### src/cogc_pkg.sv
// shared constants and carrier types for the clock output gating control
package cogc_pkg;

  // clock and timing
  localparam int unsigned CLK_PERIOD_NS   = 40;
  localparam int unsigned RST_PULSE_NS    = 1000;
  localparam int unsigned RST_PULSE_CYC   =
    (RST_PULSE_NS + CLK_PERIOD_NS - 1) / CLK_PERIOD_NS;
  localparam int unsigned WD_TIMEOUT_MS   = 1000;
  localparam int unsigned WD_TIMEOUT_CYC_DEF =
    (WD_TIMEOUT_MS * 1000000) / CLK_PERIOD_NS;

  // serial command code layout
  localparam int unsigned CMD_BYTE_MODE_BIT = 7;

  // configuration byte indexes
  localparam logic [6:0] CFG_FREQ  = 7'h00;
  localparam logic [6:0] CFG_CTRL  = 7'h01;
  localparam logic [6:0] CFG_STAT  = 7'h02;
  localparam logic [6:0] CFG_STRAP = 7'h03;
  localparam logic [6:0] CFG_VID   = 7'h04;
  localparam logic [6:0] CFG_RID   = 7'h05;
  localparam logic [7:0] CFG_COUNT = 8'h06;

  // control byte fields
  localparam int unsigned CTRL_WD_EN       = 0;
  localparam int unsigned CTRL_WD_USE_SW   = 1;
  localparam int unsigned CTRL_RST_ON_WD   = 2;
  localparam int unsigned CTRL_RST_ON_FREQ = 3;
  localparam int unsigned CTRL_USE_SW      = 4;

  // status byte fields
  localparam int unsigned STAT_WD_FIRED = 0;
  localparam int unsigned STAT_USB24    = 1;

  // reset values
  localparam logic [7:0] FREQ_RST = 8'h00;
  localparam logic [7:0] CTRL_RST = 8'h00;

  // strap pin order on the shared pin vectors
  localparam int unsigned STRAP_PINS = 6;
  localparam int unsigned STRAP_SEL  = 5;

  typedef struct packed {
    logic ref_tone;
    logic usb48_tone;
    logic rate48_tone;
    logic rate24_tone;
    logic pci_tone;
    logic agp_tone;
    logic cpu_tone;
  } cogc_tone_t;

  typedef struct packed {
    logic [2:0] reference_clock_outputs;
    logic       usb48_clock;
    logic       selectable_rate_clock;
    logic       free_pci_clock;
    logic [8:0] pci_clocks;
    logic       early_pci_clock;
    logic [2:0] graphics_port_clocks;
    logic       chipset_cpu_clock_true;
    logic       chipset_cpu_clock_comp;
    logic       processor_clock_true_oe;
    logic       processor_clock_comp_oe;
  } cogc_clk_out_t;

  typedef struct packed {
    logic ref_group_halt_n;
    logic pci_group_halt_n;
    logic agp_group_halt_n;
    logic cpu_halt_n;
    logic power_down_n;
  } cogc_halt_t;

endpackage : cogc_pkg

### src/cogc_clock_gate_ctrl.sv
// clock output gating, straps, watchdog and serial configuration
//
// Contract
// [RULE_01] ref stop gates refs, 48 and 24/48
// [RULE_02] pci stop gates pci 0..8 and early
// [RULE_03] free-running pci clock ignores pci stop
// [RULE_04] agp_group_halt_n gates all three agp clocks
// [RULE_05] cpu stop gates chipset pair only
// [RULE_06] five straps choose operating frequency
// [RULE_07] pci0 strap picks 24 or 48 MHz
// [RULE_08] watchdog expiry falls back to chosen frequency
// [RULE_09] open-drain reset after expiry or change
// [RULE_10] serial byte and block read/write accepted
// [RULE_11] vendor and revision codes readable
// [RULE_12] power-down input enters power-down mode
// [RULE_13] command bit7 mode, bits6:0 offset
// [RULE_14] halt and power-down inputs active low
// [RULE_15] straps sampled during reset, then held
`timescale 1ns/1ps
`default_nettype none
module cogc_clock_gate_ctrl #(
  parameter logic [6:0]  SMB_ADDR       = 7'h50,
  parameter logic [7:0]  VENDOR_ID      = 8'hA5, // arbitrary value
  parameter logic [7:0]  REVISION_ID    = 8'h01, // arbitrary value
  parameter int unsigned WD_TIMEOUT_CYC = cogc_pkg::WD_TIMEOUT_CYC_DEF
) (
  input  wire logic                                clk_sys,
  input  wire logic                                sys_rst,
  input  wire cogc_pkg::cogc_tone_t                tones,
  input  wire cogc_pkg::cogc_halt_t                halt_pins,
  input  wire logic [cogc_pkg::STRAP_PINS-1:0]     strap_pin_in,
  output logic      [cogc_pkg::STRAP_PINS-1:0]     strap_pin_oe,
  output cogc_pkg::cogc_clk_out_t                  clk_out,
  output logic      [4:0]                          freq_select,
  output logic                                     usb_rate_select,
  output logic                                     sys_reset_n_o,
  output logic                                     sys_reset_oe,
  input  wire logic                                smb_clk_in,
  input  wire logic                                smb_data_in,
  output logic                                     smb_data_o,
  output logic                                     smb_data_oe
);
  import cogc_pkg::*;

  typedef enum logic [4:0] {
    S_IDLE  = 5'b00001,
    S_ADDR  = 5'b00010,
    S_WRITE = 5'b00100,
    S_READ  = 5'b01000,
    S_SKIP  = 5'b10000
  } cogc_smb_state_t;

  ////////////////////////////////////////////////////////////////////////////
  // pin synchronisers
  cogc_halt_t                  halt_s;
  logic [1:0]                  smb_s;
  logic [STRAP_PINS-1:0]       strap_s;

  cogc_sync3 #(.W(5), .RST_VAL(5'h1F)) u_sync_halt ( // RULE_14
    .clk_sys (clk_sys),
    .rst     (sys_rst),
    .din     (halt_pins),
    .dout    (halt_s)
  );

  cogc_sync3 #(.W(2), .RST_VAL(2'h3)) u_sync_smb (
    .clk_sys (clk_sys),
    .rst     (sys_rst),
    .din     ({smb_clk_in, smb_data_in}),
    .dout    (smb_s)
  );

  // no reset here so straps settle while sys_rst is still high
  cogc_sync3 #(.W(STRAP_PINS), .RST_VAL(6'h3F)) u_sync_strap (
    .clk_sys (clk_sys),
    .rst     (1'b0),
    .din     (strap_pin_in),
    .dout    (strap_s)
  );

  ////////////////////////////////////////////////////////////////////////////
  // straps: captured while reset is high, pins turn to outputs after
  logic [STRAP_PINS-1:0] strap_r;

  always_ff @(posedge clk_sys) begin
    if (sys_rst) begin
      strap_r <= strap_s; // RULE_15
    end
  end

  always_ff @(posedge clk_sys or posedge sys_rst) begin
    if (sys_rst) begin
      strap_pin_oe <= '0;
    end else begin
      strap_pin_oe <= '1; // RULE_15
    end
  end

  ////////////////////////////////////////////////////////////////////////////
  // output gating
  logic pd_ok;
  logic ref_en;
  logic pci_en;
  logic agp_en;
  logic cpu_en;
  logic sel_tone;

  assign pd_ok  = halt_s.power_down_n; // RULE_12
  assign ref_en = pd_ok & halt_s.ref_group_halt_n;
  assign pci_en = pd_ok & halt_s.pci_group_halt_n;
  assign agp_en = pd_ok & halt_s.agp_group_halt_n;
  assign cpu_en = pd_ok & halt_s.cpu_halt_n;
  assign sel_tone = strap_r[STRAP_SEL] ? tones.rate48_tone
                                       : tones.rate24_tone; // RULE_07

  always_ff @(posedge clk_sys or posedge sys_rst) begin
    if (sys_rst) begin
      clk_out <= '0;
    end else begin
      clk_out.reference_clock_outputs <= {3{tones.ref_tone & ref_en}}; // RULE_01
      clk_out.usb48_clock             <= tones.usb48_tone & ref_en; // RULE_01
      clk_out.selectable_rate_clock   <= sel_tone & ref_en; // RULE_01
      clk_out.pci_clocks      <= {9{tones.pci_tone & pci_en}}; // RULE_02
      clk_out.early_pci_clock <= tones.pci_tone & pci_en; // RULE_02
      clk_out.free_pci_clock  <= tones.pci_tone & pd_ok; // RULE_03
      clk_out.graphics_port_clocks <= {3{tones.agp_tone & agp_en}}; // RULE_04
      clk_out.chipset_cpu_clock_true <= tones.cpu_tone & cpu_en; // RULE_05
      clk_out.chipset_cpu_clock_comp <= ~tones.cpu_tone & cpu_en; // RULE_05
      // open-drain pair: enable pulls low, only power-down parks it high
      clk_out.processor_clock_true_oe <= ~tones.cpu_tone & pd_ok; // RULE_05
      clk_out.processor_clock_comp_oe <= tones.cpu_tone & pd_ok; // RULE_05
    end
  end

  assign usb_rate_select = strap_r[STRAP_SEL]; // RULE_07

  ////////////////////////////////////////////////////////////////////////////
  // serial slave
  cogc_smb_state_t state_r;
  logic       scl_d_r;
  logic       sda_d_r;
  logic [3:0] bit_cnt_r;
  logic [7:0] shift_r;
  logic [7:0] tx_r;
  logic [1:0] byte_no_r;
  logic       blk_r;
  logic       first_rd_r;
  logic [6:0] ptr_r;
  logic       wr_stb_r;
  logic [6:0] wr_idx_r;
  logic [7:0] wr_data_r;
  logic [7:0] rd_data;
  logic       start_ev;
  logic       stop_ev;
  logic       scl_rise;
  logic       scl_fall;
  logic       scl_s;
  logic       sda_s;
  logic [7:0] freq_sw_r;
  logic [7:0] ctrl_r;
  logic       wd_fired_r;

  assign scl_s    = smb_s[1];
  assign sda_s    = smb_s[0];
  assign start_ev = scl_s & scl_d_r & sda_d_r & ~sda_s;
  assign stop_ev  = scl_s & scl_d_r & ~sda_d_r & sda_s;
  assign scl_rise = scl_s & ~scl_d_r;
  assign scl_fall = ~scl_s & scl_d_r;
  assign smb_data_o = 1'b0;

  always_comb begin
    if (ptr_r == CFG_FREQ) begin
      rd_data = freq_sw_r;
    end else if (ptr_r == CFG_CTRL) begin
      rd_data = ctrl_r;
    end else if (ptr_r == CFG_STAT) begin
      rd_data = {6'h00, strap_r[STRAP_SEL], wd_fired_r};
    end else if (ptr_r == CFG_STRAP) begin
      rd_data = {3'h0, strap_r[4:0]};
    end else if (ptr_r == CFG_VID) begin
      rd_data = VENDOR_ID; // RULE_11
    end else if (ptr_r == CFG_RID) begin
      rd_data = REVISION_ID; // RULE_11
    end else begin
      rd_data = 8'h00;
    end
  end

  always_ff @(posedge clk_sys or posedge sys_rst) begin
    if (sys_rst) begin
      state_r <= S_IDLE;
      scl_d_r <= 1'b1;
      sda_d_r <= 1'b1;
      bit_cnt_r <= 4'h0;
      shift_r <= 8'h00;
      tx_r <= 8'h00;
      byte_no_r <= 2'h0;
      blk_r <= 1'b0;
      first_rd_r <= 1'b0;
      ptr_r <= 7'h00;
      wr_stb_r <= 1'b0;
      wr_idx_r <= 7'h00;
      wr_data_r <= 8'h00;
      smb_data_oe <= 1'b0;
    end else begin
      scl_d_r  <= scl_s;
      sda_d_r  <= sda_s;
      wr_stb_r <= 1'b0;
      if (start_ev) begin
        state_r <= S_ADDR;
        // first scl fall after a start is no bit; it wraps the count to 0
        bit_cnt_r <= 4'hF;
        smb_data_oe <= 1'b0;
      end else if (stop_ev) begin
        state_r <= S_IDLE;
        smb_data_oe <= 1'b0;
      end else if (state_r == S_IDLE || state_r == S_SKIP) begin
        smb_data_oe <= 1'b0;
      end else if (scl_rise) begin
        if (bit_cnt_r < 4'h8) begin
          shift_r <= {shift_r[6:0], sda_s};
        end else if (state_r == S_READ && sda_s) begin
          state_r <= S_SKIP; // master nack ends the read
        end
      end else if (scl_fall) begin
        if (bit_cnt_r == 4'h7) begin
          bit_cnt_r <= 4'h8;
          case (state_r)
            S_ADDR: begin
              if (shift_r[7:1] == SMB_ADDR) begin
                smb_data_oe <= 1'b1;
                byte_no_r <= 2'h0;
                first_rd_r <= 1'b1;
                state_r <= shift_r[0] ? S_READ : S_WRITE;
              end else begin
                state_r <= S_SKIP;
              end
            end
            S_WRITE: begin
              smb_data_oe <= 1'b1; // RULE_10
              if (byte_no_r != 2'h3) begin
                byte_no_r <= byte_no_r + 2'h1;
              end
              if (byte_no_r == 2'h0) begin
                blk_r <= ~shift_r[CMD_BYTE_MODE_BIT]; // RULE_13
                ptr_r <= shift_r[CMD_BYTE_MODE_BIT] ? shift_r[6:0]
                                                    : 7'h00; // RULE_13
              end else if (!(byte_no_r == 2'h1 && blk_r)) begin
                wr_stb_r  <= 1'b1; // RULE_10
                wr_idx_r  <= ptr_r;
                wr_data_r <= shift_r;
                ptr_r <= ptr_r + 7'h01;
              end
            end
            default: begin
              smb_data_oe <= 1'b0;
            end
          endcase
        end else if (bit_cnt_r == 4'h8) begin
          bit_cnt_r <= 4'h0;
          smb_data_oe <= 1'b0;
          if (state_r == S_READ) begin
            if (blk_r && first_rd_r) begin
              tx_r <= CFG_COUNT; // RULE_10
              smb_data_oe <= ~CFG_COUNT[7];
            end else begin
              tx_r <= rd_data;
              smb_data_oe <= ~rd_data[7];
              ptr_r <= ptr_r + 7'h01;
            end
            first_rd_r <= 1'b0;
          end
        end else begin
          bit_cnt_r <= bit_cnt_r + 4'h1;
          if (state_r == S_READ) begin
            smb_data_oe <= ~tx_r[6];
            tx_r <= {tx_r[6:0], 1'b0};
          end
        end
      end
    end
  end

  ////////////////////////////////////////////////////////////////////////////
  // configuration bytes and watchdog
  logic        freq_chg;
  logic        wd_expire;
  logic [31:0] wd_cnt_r;
  logic [4:0]  rst_cnt_r;

  assign freq_chg  = wr_stb_r && wr_idx_r == CFG_FREQ &&
                     wr_data_r != freq_sw_r;
  assign wd_expire = ctrl_r[CTRL_WD_EN] && !wd_fired_r &&
                     wd_cnt_r == WD_TIMEOUT_CYC - 1;

  always_ff @(posedge clk_sys or posedge sys_rst) begin
    if (sys_rst) begin
      freq_sw_r <= FREQ_RST;
      ctrl_r    <= CTRL_RST;
    end else if (wr_stb_r) begin
      if (wr_idx_r == CFG_FREQ) begin
        freq_sw_r <= wr_data_r;
      end else if (wr_idx_r == CFG_CTRL) begin
        ctrl_r <= wr_data_r;
      end
    end
  end

  // any control write restarts the count
  always_ff @(posedge clk_sys or posedge sys_rst) begin
    if (sys_rst) begin
      wd_cnt_r <= 32'h0;
    end else if ((wr_stb_r && wr_idx_r == CFG_CTRL) ||
                 !ctrl_r[CTRL_WD_EN] || wd_fired_r) begin
      wd_cnt_r <= 32'h0;
    end else begin
      wd_cnt_r <= wd_cnt_r + 32'h1;
    end
  end

  // set beats a same-cycle write-one clear
  always_ff @(posedge clk_sys or posedge sys_rst) begin
    if (sys_rst) begin
      wd_fired_r <= 1'b0;
    end else if (wd_expire) begin
      wd_fired_r <= 1'b1; // RULE_08
    end else if (wr_stb_r && wr_idx_r == CFG_STAT &&
                 wr_data_r[STAT_WD_FIRED]) begin
      wd_fired_r <= 1'b0;
    end
  end

  always_ff @(posedge clk_sys or posedge sys_rst) begin
    if (sys_rst) begin
      freq_select <= 5'h00;
    end else if (wd_fired_r) begin
      freq_select <= ctrl_r[CTRL_WD_USE_SW] ? freq_sw_r[4:0]
                                            : strap_r[4:0]; // RULE_08
    end else begin
      freq_select <= ctrl_r[CTRL_USE_SW] ? freq_sw_r[4:0]
                                         : strap_r[4:0]; // RULE_06
    end
  end

  always_ff @(posedge clk_sys or posedge sys_rst) begin
    if (sys_rst) begin
      rst_cnt_r <= 5'h00;
    end else if ((wd_expire && ctrl_r[CTRL_RST_ON_WD]) ||
                 (freq_chg && ctrl_r[CTRL_RST_ON_FREQ])) begin
      rst_cnt_r <= 5'(RST_PULSE_CYC); // RULE_09
    end else if (rst_cnt_r != 5'h00) begin
      rst_cnt_r <= rst_cnt_r - 5'h01;
    end
  end

  assign sys_reset_oe  = rst_cnt_r != 5'h00; // RULE_09
  assign sys_reset_n_o = 1'b0;

endmodule : cogc_clock_gate_ctrl
`default_nettype wire

### src/cogc_sync3.sv
// three-stage input synchroniser with agreement filter
`timescale 1ns/1ps
`default_nettype none
module cogc_sync3 #(
  parameter int unsigned     W       = 1,
  parameter logic [W-1:0]    RST_VAL = '0
) (
  input  wire logic          clk_sys,
  input  wire logic          rst,
  input  wire logic [W-1:0]  din,
  output logic      [W-1:0]  dout
);
  logic [W-1:0] ff1_r;
  logic [W-1:0] ff2_r;
  logic [W-1:0] ff3_r;

  always_ff @(posedge clk_sys or posedge rst) begin
    if (rst) begin
      ff1_r <= RST_VAL;
      ff2_r <= RST_VAL;
      ff3_r <= RST_VAL;
      dout  <= RST_VAL;
    end else begin
      ff1_r <= din;
      ff2_r <= ff1_r;
      ff3_r <= ff2_r;
      // a bit only changes once two stages agree
      for (int i = 0; i < int'(W); i++) begin
        if (ff2_r[i] == ff3_r[i]) begin
          dout[i] <= ff3_r[i];
        end
      end
    end
  end
endmodule : cogc_sync3
`default_nettype wire
### config.mk
export PLATFORM = sky130hd
export DESIGN_NAME = cogc_clock_gate_ctrl
export DESIGN_NICKNAME = d
export VERILOG_FILES = /design/src/cogc_pkg.sv /design/src/cogc_clock_gate_ctrl.sv /design/src/cogc_sync3.sv
export SDC_FILE = /design/constraint.sdc
export NUM_CORES = 1
export LEC_CHECK = 0
export ABC_CLOCK_PERIOD_IN_PS = 9350
export CORE_ASPECT_RATIO = 1.25
export CORE_UTILIZATION = 60
export DETAILED_ROUTE_END_ITERATION = 10
export DONT_BUFFER_PORTS = 1
export PLACE_DENSITY = 0.76
export SLEW_MARGIN = 40
export SYNTH_ARGS = -nofsm -noshare
export SYNTH_HDL_FRONTEND = slang
export SYNTH_SLANG_ARGS = --single-unit
export TNS_END_PERCENT = 1
### constraint.sdc
create_clock -name clk_sys -period 9.35 [get_ports clk_sys]
set_input_delay 0.935 -clock clk_sys [delete_from_list [all_inputs] [get_ports clk_sys]]
set_output_delay 0.935 -clock clk_sys [all_outputs]
set_load 0.005 [all_outputs]
==> flow_summary.ini, run 1 <==
[routing]
avgViaCountPerCell = 5.941
met1_length_mm = 6.422
route.met2.wl_mm = 7.747
routed-via-count = 5097
top_layer_used = met4
totalWireLength_mm = 15.01
route.detailed.wl_per_inst_um = 17.49
dr.pass1.iters = 4
ant_nets = 0
wl_met3_um = 545
drtIter0Drc = 243
drc = 0

[yosys]
synth_edf_count = 12
yosysWarnings = 0
synth_area_leaders = dfrtp_1 (38%), dfstp_2 (10%), mux2_2 (6.4%)
yosysSeqAreaShare = 0.5741
synth_flop_cell = dfrtp_1
post-synth-top-area-fraction = 0.3810
synth.cell_area_um2 = 7948
ys_seq_elements = 182
postSynthAreaPerCell_um2 = 11.42
postSynthCellCount = 696
netlist.top_cell.by_area = dfrtp_1
ys_types = 65
synthArstFlopShare = 0.8352

[sta]
rsz0062_at_grt = no
hold_violations = 0
fin_skew_ps = 9.161
finalMaxSlewViolations = 0
fin_crit_ps = 2657
setup_viol = 0
setup_tns_ps = 0
fmax_ghz = 0.3764
relSlewSlack = 0.4525
worst_slew_pin_slew_ps = 816.9
period_share = 0.2841

[setup_path]
worst-path-buf-inv = 2
start_kind = flip-flop
crit_family = simple AND/OR/NAND/NOR gates
worstPathCellList = inv_1 > ha_1 > nor4b_2 > inv_1
required_ps = 8420
path_class = flip-flop to output pin
crit_arrival_ps = 1720
slowest_stage = nor4b_2
path_max_fanout = 5
critPathMaxStageDelay_ps = 450
end_kind = output pin
cp_common_cell = inv_1

[clock_tree]
cts_buffer_depth = 2
cts_tree = yes
cts_sinks = 182
cts_root_buffer = clkbuf_16
clk_pin_slew_ps = 70
cts_resized = 0
cts_buffers = 17
hold_buffers = 0
insertion_delay_ps = 440
htreeDepth = 4
post_cts_buffers = 0

[global_route]
antenna_found_initial = 0
grt_pass1_vias = 5113
overflow = 0
grt_pass1_wl_mm = 25.12
grt_max_degree = 90
grtUsageTotal = 0.2373

[floorplan]
start_util = 0.6220
coreArea_um2 = 12780
die_w_um = 104.9
dieArea_um2 = 13710
pin_count = 61
row_count = 46
die_y_um = 130.7

[pwr]
combinationalPowerShare = 0.099
internal_power_mw = 1.305
vdd.ir_drop.worst_mv = 0.1470
p_sw_frac = 0.2639
power_density_nw_per_um2 = 207.6
power_leakage_nw = 3.683
switchingPower_mw = 0.4679
pwr-share-seq = 0.515
power_frac_clock = 0.386

[layout]
syn_to_final_growth_pct = 7.446
final_cell_mix = dfrtp_1 (121), nor2_1 (55), nand2_1 (46)
drive_above_1_share = 0.1783
antennaDiodeCount = 0
fin_util = 0.6683
final_common_cell = dfrtp_1
nets = 714

[place]
port_buffers = 0
dp_hpwl_mm = 10.32
gp_congestion = 0.8997

[hold_path]
hp-class = flip-flop to flip-flop

[run]
max_cap_viol_count = 0

[outcome]
status = finished, final reports clean
==> worst paths after layout <==
kind,endpoint,depth (start not counted),from,slack (ps)
setup / recovery,sys_reset_oe,4,rst_cnt_r[0],6690
max in group asynchronous,ctrl_r[7],2,sys_rst,7930
hold reg to reg,u_sync_strap.ff2_r[1],0,u_sync_strap.ff1_r[1],330
min in group asynchronous,freq_select[3],1,sys_rst,430
setup reg to reg,wd_cnt_r[31],5,wd_cnt_r[6],6940
hold / removal,u_sync_strap.ff2_r[1],0,u_sync_strap.ff1_r[1],330
==> Yosys cell counts, types with 3 or more instances <==
master and count:
a21o_1 3, a21oi_1 29, a31oi_1 6, and2_1 7, and3_1 14, and4_1 3, buf_4 21, clkbuf_1 20
dfrtp_1 121, dfstp_2 31, dfxtp_1 18, edfxtp_1 12, ha_1 15, inv_1 23, maj3_1 7, mux2_2 45
nand2_1 47, nand2b_1 6, nand3_1 23, nand3b_1 4, nand4_1 12, nor2_1 55, nor2b_1 7, nor3_1 14
nor4_1 16, nor4b_1 5, o21ai_0 19, o22a_1 5, o22ai_1 4, o31ai_1 5, or2_2 3, or3_1 6
or4_1 4, xnor2_1 25, xor2_1 19
==> power groups by stage <==
stage / sequential, mW / clock, mW / combinational (mW)
floorplan: 0.894 / 0 / 0.165
global placement: 0.923 / 0 / 0.167
detailed placement: 0.927 / 0 / 0.173
CTS: 0.913 / 0.698 / 0.174
global route: 0.922 / 0.728 / 0.198
finish: 0.914 / 0.684 / 0.176
==> area by class of cell <==
| cell class | count | area (um2) |
|---|---|---|
| Sequential cell | 182 | 4563 |
| Fill cell | 966 | 4238 |
| Multi-Input combinational cell | 450 | 3079 |
| Clock buffer | 21 | 450.4 |
| Tap cell | 168 | 210.2 |
| Clock inverter | 11 | 116.4 |
| Inverter | 23 | 93.84 |
| Timing Repair Buffer | 3 | 26.28 |
==> routing by layer <==
| metal | vias up | global-route usage |
|---|---|---|
| met5 | - | 0 |
| met4 | 0 | 0.09528 |
| met3 | 27 | 0.05754 |
| met2 | 121 | 0.4145 |
| met1 | 2544 | 0.2858 |
| li1 | 2405 | - |
==> cell families (layout without fill, tap and decap cells) <==
family                   Yosys count  after routing  synth area share
AO/OA/AOI/OAI                     94             94           0.07667
XOR/XNOR                          44             44           0.04849
adder cells (fa/ha/maj)           22             22           0.03243
buffers and inverters             65             58           0.04077
flip-flops                       182            182            0.5742
multiplexers                      47             47           0.06628
other                              2              3         0.0009449
AND/OR/NAND/NOR                  240            240            0.1603
==> registers in the layout (all words and copies together), names as in the netlist, 5 cells and up <==
| register | cells |
|---|---|
| wd_cnt_r | 32 |
| u_sync_halt.ff3_r | 5 |
| freq_sw_r | 8 |
| freq_select | 5 |
| u_sync_strap.ff2_r | 6 |
| state_r | 5 |
| tx_r | 7 |
| ptr_r | 7 |
| wr_idx_r | 7 |
| ctrl_r | 8 |
| clk_out | 10 |
| u_sync_strap.ff1_r | 6 |
| u_sync_halt.ff1_r | 5 |
| u_sync_halt.dout | 5 |
| strap_r | 6 |
| shift_r | 8 |
| u_sync_strap.dout | 6 |
| wr_data_r | 8 |
| rst_cnt_r | 5 |
| u_sync_strap.ff3_r | 6 |
| u_sync_halt.ff2_r | 5 |
==> metrics by stage <==
step	setup WS [ps]	cells	area, um2	hold WS [ps]	power [mW]
5_1_grt	6512	858	8539	332.6	1.848
4_1_cts	6373	858	8521	327.7	1.785
2_1_floorplan	4373	697	7951	309.6	1.059
3_3_place_gp	6901	826	7951	310.2	1.090
6_report	6693	858	8539	328.4	1.773
3_5_place_dp	6853	826	7954	312.1	1.101
Power figures use the tool's default switching activity.
==> inputs of run 2 (changes only) <==
--- a/config.mk
+++ b/config.mk
@@ -5,7 +5,7 @@
 export SDC_FILE = /design/constraint.sdc
 export NUM_CORES = 1
 export LEC_CHECK = 0
-export ABC_CLOCK_PERIOD_IN_PS = 9350
+export ABC_CLOCK_PERIOD_IN_PS = 2700
 export CORE_ASPECT_RATIO = 1.25
 export CORE_UTILIZATION = 60
 export DETAILED_ROUTE_END_ITERATION = 10
==> constraint.sdc (replaced) <==
create_clock -name clk_sys -period 2.7 [get_ports clk_sys]
set_input_delay 0.27 -clock clk_sys [delete_from_list [all_inputs] [get_ports clk_sys]]
set_output_delay 0.27 -clock clk_sys [all_outputs]
set_load 0.005 [all_outputs]
==> run 2 against run 1 <==
  * Clock skew shrank 0.88 ps
  * Largest cell class unchanged
  * Worst setup slack worse by 6400 ps
  * Combinational power rose to 3.8 times the previous value
==> flow_summary.ini, run 2 (same netlist as run 1, synthesis figures left out) <==
[setup_path]
timing.rr.start = wd_cnt_r[6]
critPathMaxStageDelay_ps = 700
worstPathCellList = nand3_2 > or4_1 > or4_4 > or3_1 > a21oi_1
path_class = flip-flop to flip-flop
rr_worst_depth = 5
start_kind = flip-flop
path_max_fanout = 10
crit_arrival_ps = 2740
r2r_slack_ps = 310
slowest_stage = or4_1
r2r_end = wd_cnt_r[31]
end_kind = flip-flop
required_ps = 3050

[sta]
period_share = 0.8865
hold_violations = 0
setup_tns_ps = 0
fin_skew_ps = 8.278
setup_viol = 0
fin_crit_ps = 2394
rsz0062_at_grt = no
relSlewSlack = 0.4471
holdWs_ps = 14.85
worst_slew_pin_slew_ps = 817.8
finalMaxSlewViolations = 0
fmax_ghz = 0.4178

[pwr]
vdd.ir_drop.worst_mv = 0.5818
power_leakage_nw = 3.807
power_density_nw_per_um2 = 716.3

[routing]
totalWireLength_mm = 15.08
dr.pass1.iters = 5
drtIter0Drc = 324
avgViaCountPerCell = 5.943
drc = 0
ant_nets = 0
routed-via-count = 5248
route.detailed.wl_per_inst_um = 17.07

[outcome]
status = finished, final reports clean

[global_route]
antenna_found_initial = 0
overflow = 0
grtUsageTotal = 0.2367
grt_pass1_vias = 5240
grt_pass1_wl_mm = 25.31
grt_max_degree = 72

[floorplan]
coreArea_um2 = 12780
dieArea_um2 = 13710
die_w_um = 104.9
start_util = 0.6220
pin_count = 61
die_y_um = 130.7
row_count = 46

[place]
gp_congestion = 0.8802
placed_area_um2 = 8035
dp_hpwl_mm = 10.16
dp_cells = 834
port_buffers = 0

[layout]
top_register = wd_cnt_r
reg_top3 = wd_cnt_r: 32 flops, clk_out: 10 flops
largest_register_ffs = 32
nFillCells = 888
drive_above_1_share = 0.1818
fin_cells = 883
final_cell_mix = dfrtp_1 (121), nor2_1 (55), nand2_1 (47)
syn_to_final_growth_pct = 10.71
postLayoutCellArea_um2 = 8798
antennaDiodeCount = 0
nets = 739
final_common_cell = dfrtp_1

[clock_tree]
clk_pin_slew_ps = 70
cts_root_buffer = clkbuf_16
cts_tree = yes
insertion_delay_ps = 430
cts_buffers = 17
htreeDepth = 4
cts_resized = 0
cts_buffer_depth = 2
cts_sinks = 182

[hold_path]
min_from = tones[1]
min_to = clk_out[4]
hold_path_depth = 1
hp-class = input pin to flip-flop

[run]
max_cap_viol_count = 0
run 2: cell type report:
cell class	count	area, um2	share of cell area
flip-flops and latches	182	4563	0.5186
well taps	168	210.2	0.02389
repair buffers	28	277.8	0.03157
multi-input cells	450	3064	0.3483
clock buffers	18	429.2	0.04878
clock inverters	14	163.9	0.01863
inverters	23	90.09	0.01024
run 2: worst max path at each step:
stage / from / end / slack (ps) / depth (start not counted)
after floorplan: u_sync_smb.dout[0] / wr_data_r[0] / 400 / 6
after CTS: wd_cnt_r[6] / wd_cnt_r[31] / 320 / 5
after detailed placement: scl_d_r / tx_r[0] / 320 / 7
final: wd_cnt_r[6] / wd_cnt_r[31] / 310 / 5
after global routing: scl_d_r / tx_r[1] / 130 / 8
after global placement: wd_cnt_r[6] / wd_cnt_r[31] / 440 / 5
run 2: metal layers:
layer  routed length, um  part of all wire  vias to the layer above  global-route usage
met1                6289              0.42                     2622              0.2874
met2                7843              0.52                      133              0.4106
li1                    -                 -                     2462                   -
met4                 321             0.021                        0              0.1110
met3                 623             0.041                       31             0.04812
met5                   0                 0                        -                   0
run 2: worst max-delay path, delay by kind of cell (launching register included):
kind               cells  cell delay [ps]
AOI/OAI and AO/OA      1              160
DFF                    1              450
and+or+nand+nor        4             1710
run 2: where the power goes:
part | internal (mW) | switching [mW]
logic | 0.298 | 0.373
registers | 2.95 | 0.216
clock network | 1.39 | 1.08
run 2: timing repair:
item                                   CTS  global route
setup buffers                            0             0
hold buffers                            17             0
endpoints found under the hold margin   37             0
run 2: per-stage QoR:
stage	power [mW]	setup slack, ps	util
detailed placement	3.851	324.0	0.6289
global route	6.560	126.1	0.6886
floorplan	3.668	396.9	-
finish	6.303	306.5	0.6886
CTS	6.346	324.5	0.6886
global placement	3.820	436.8	0.6289
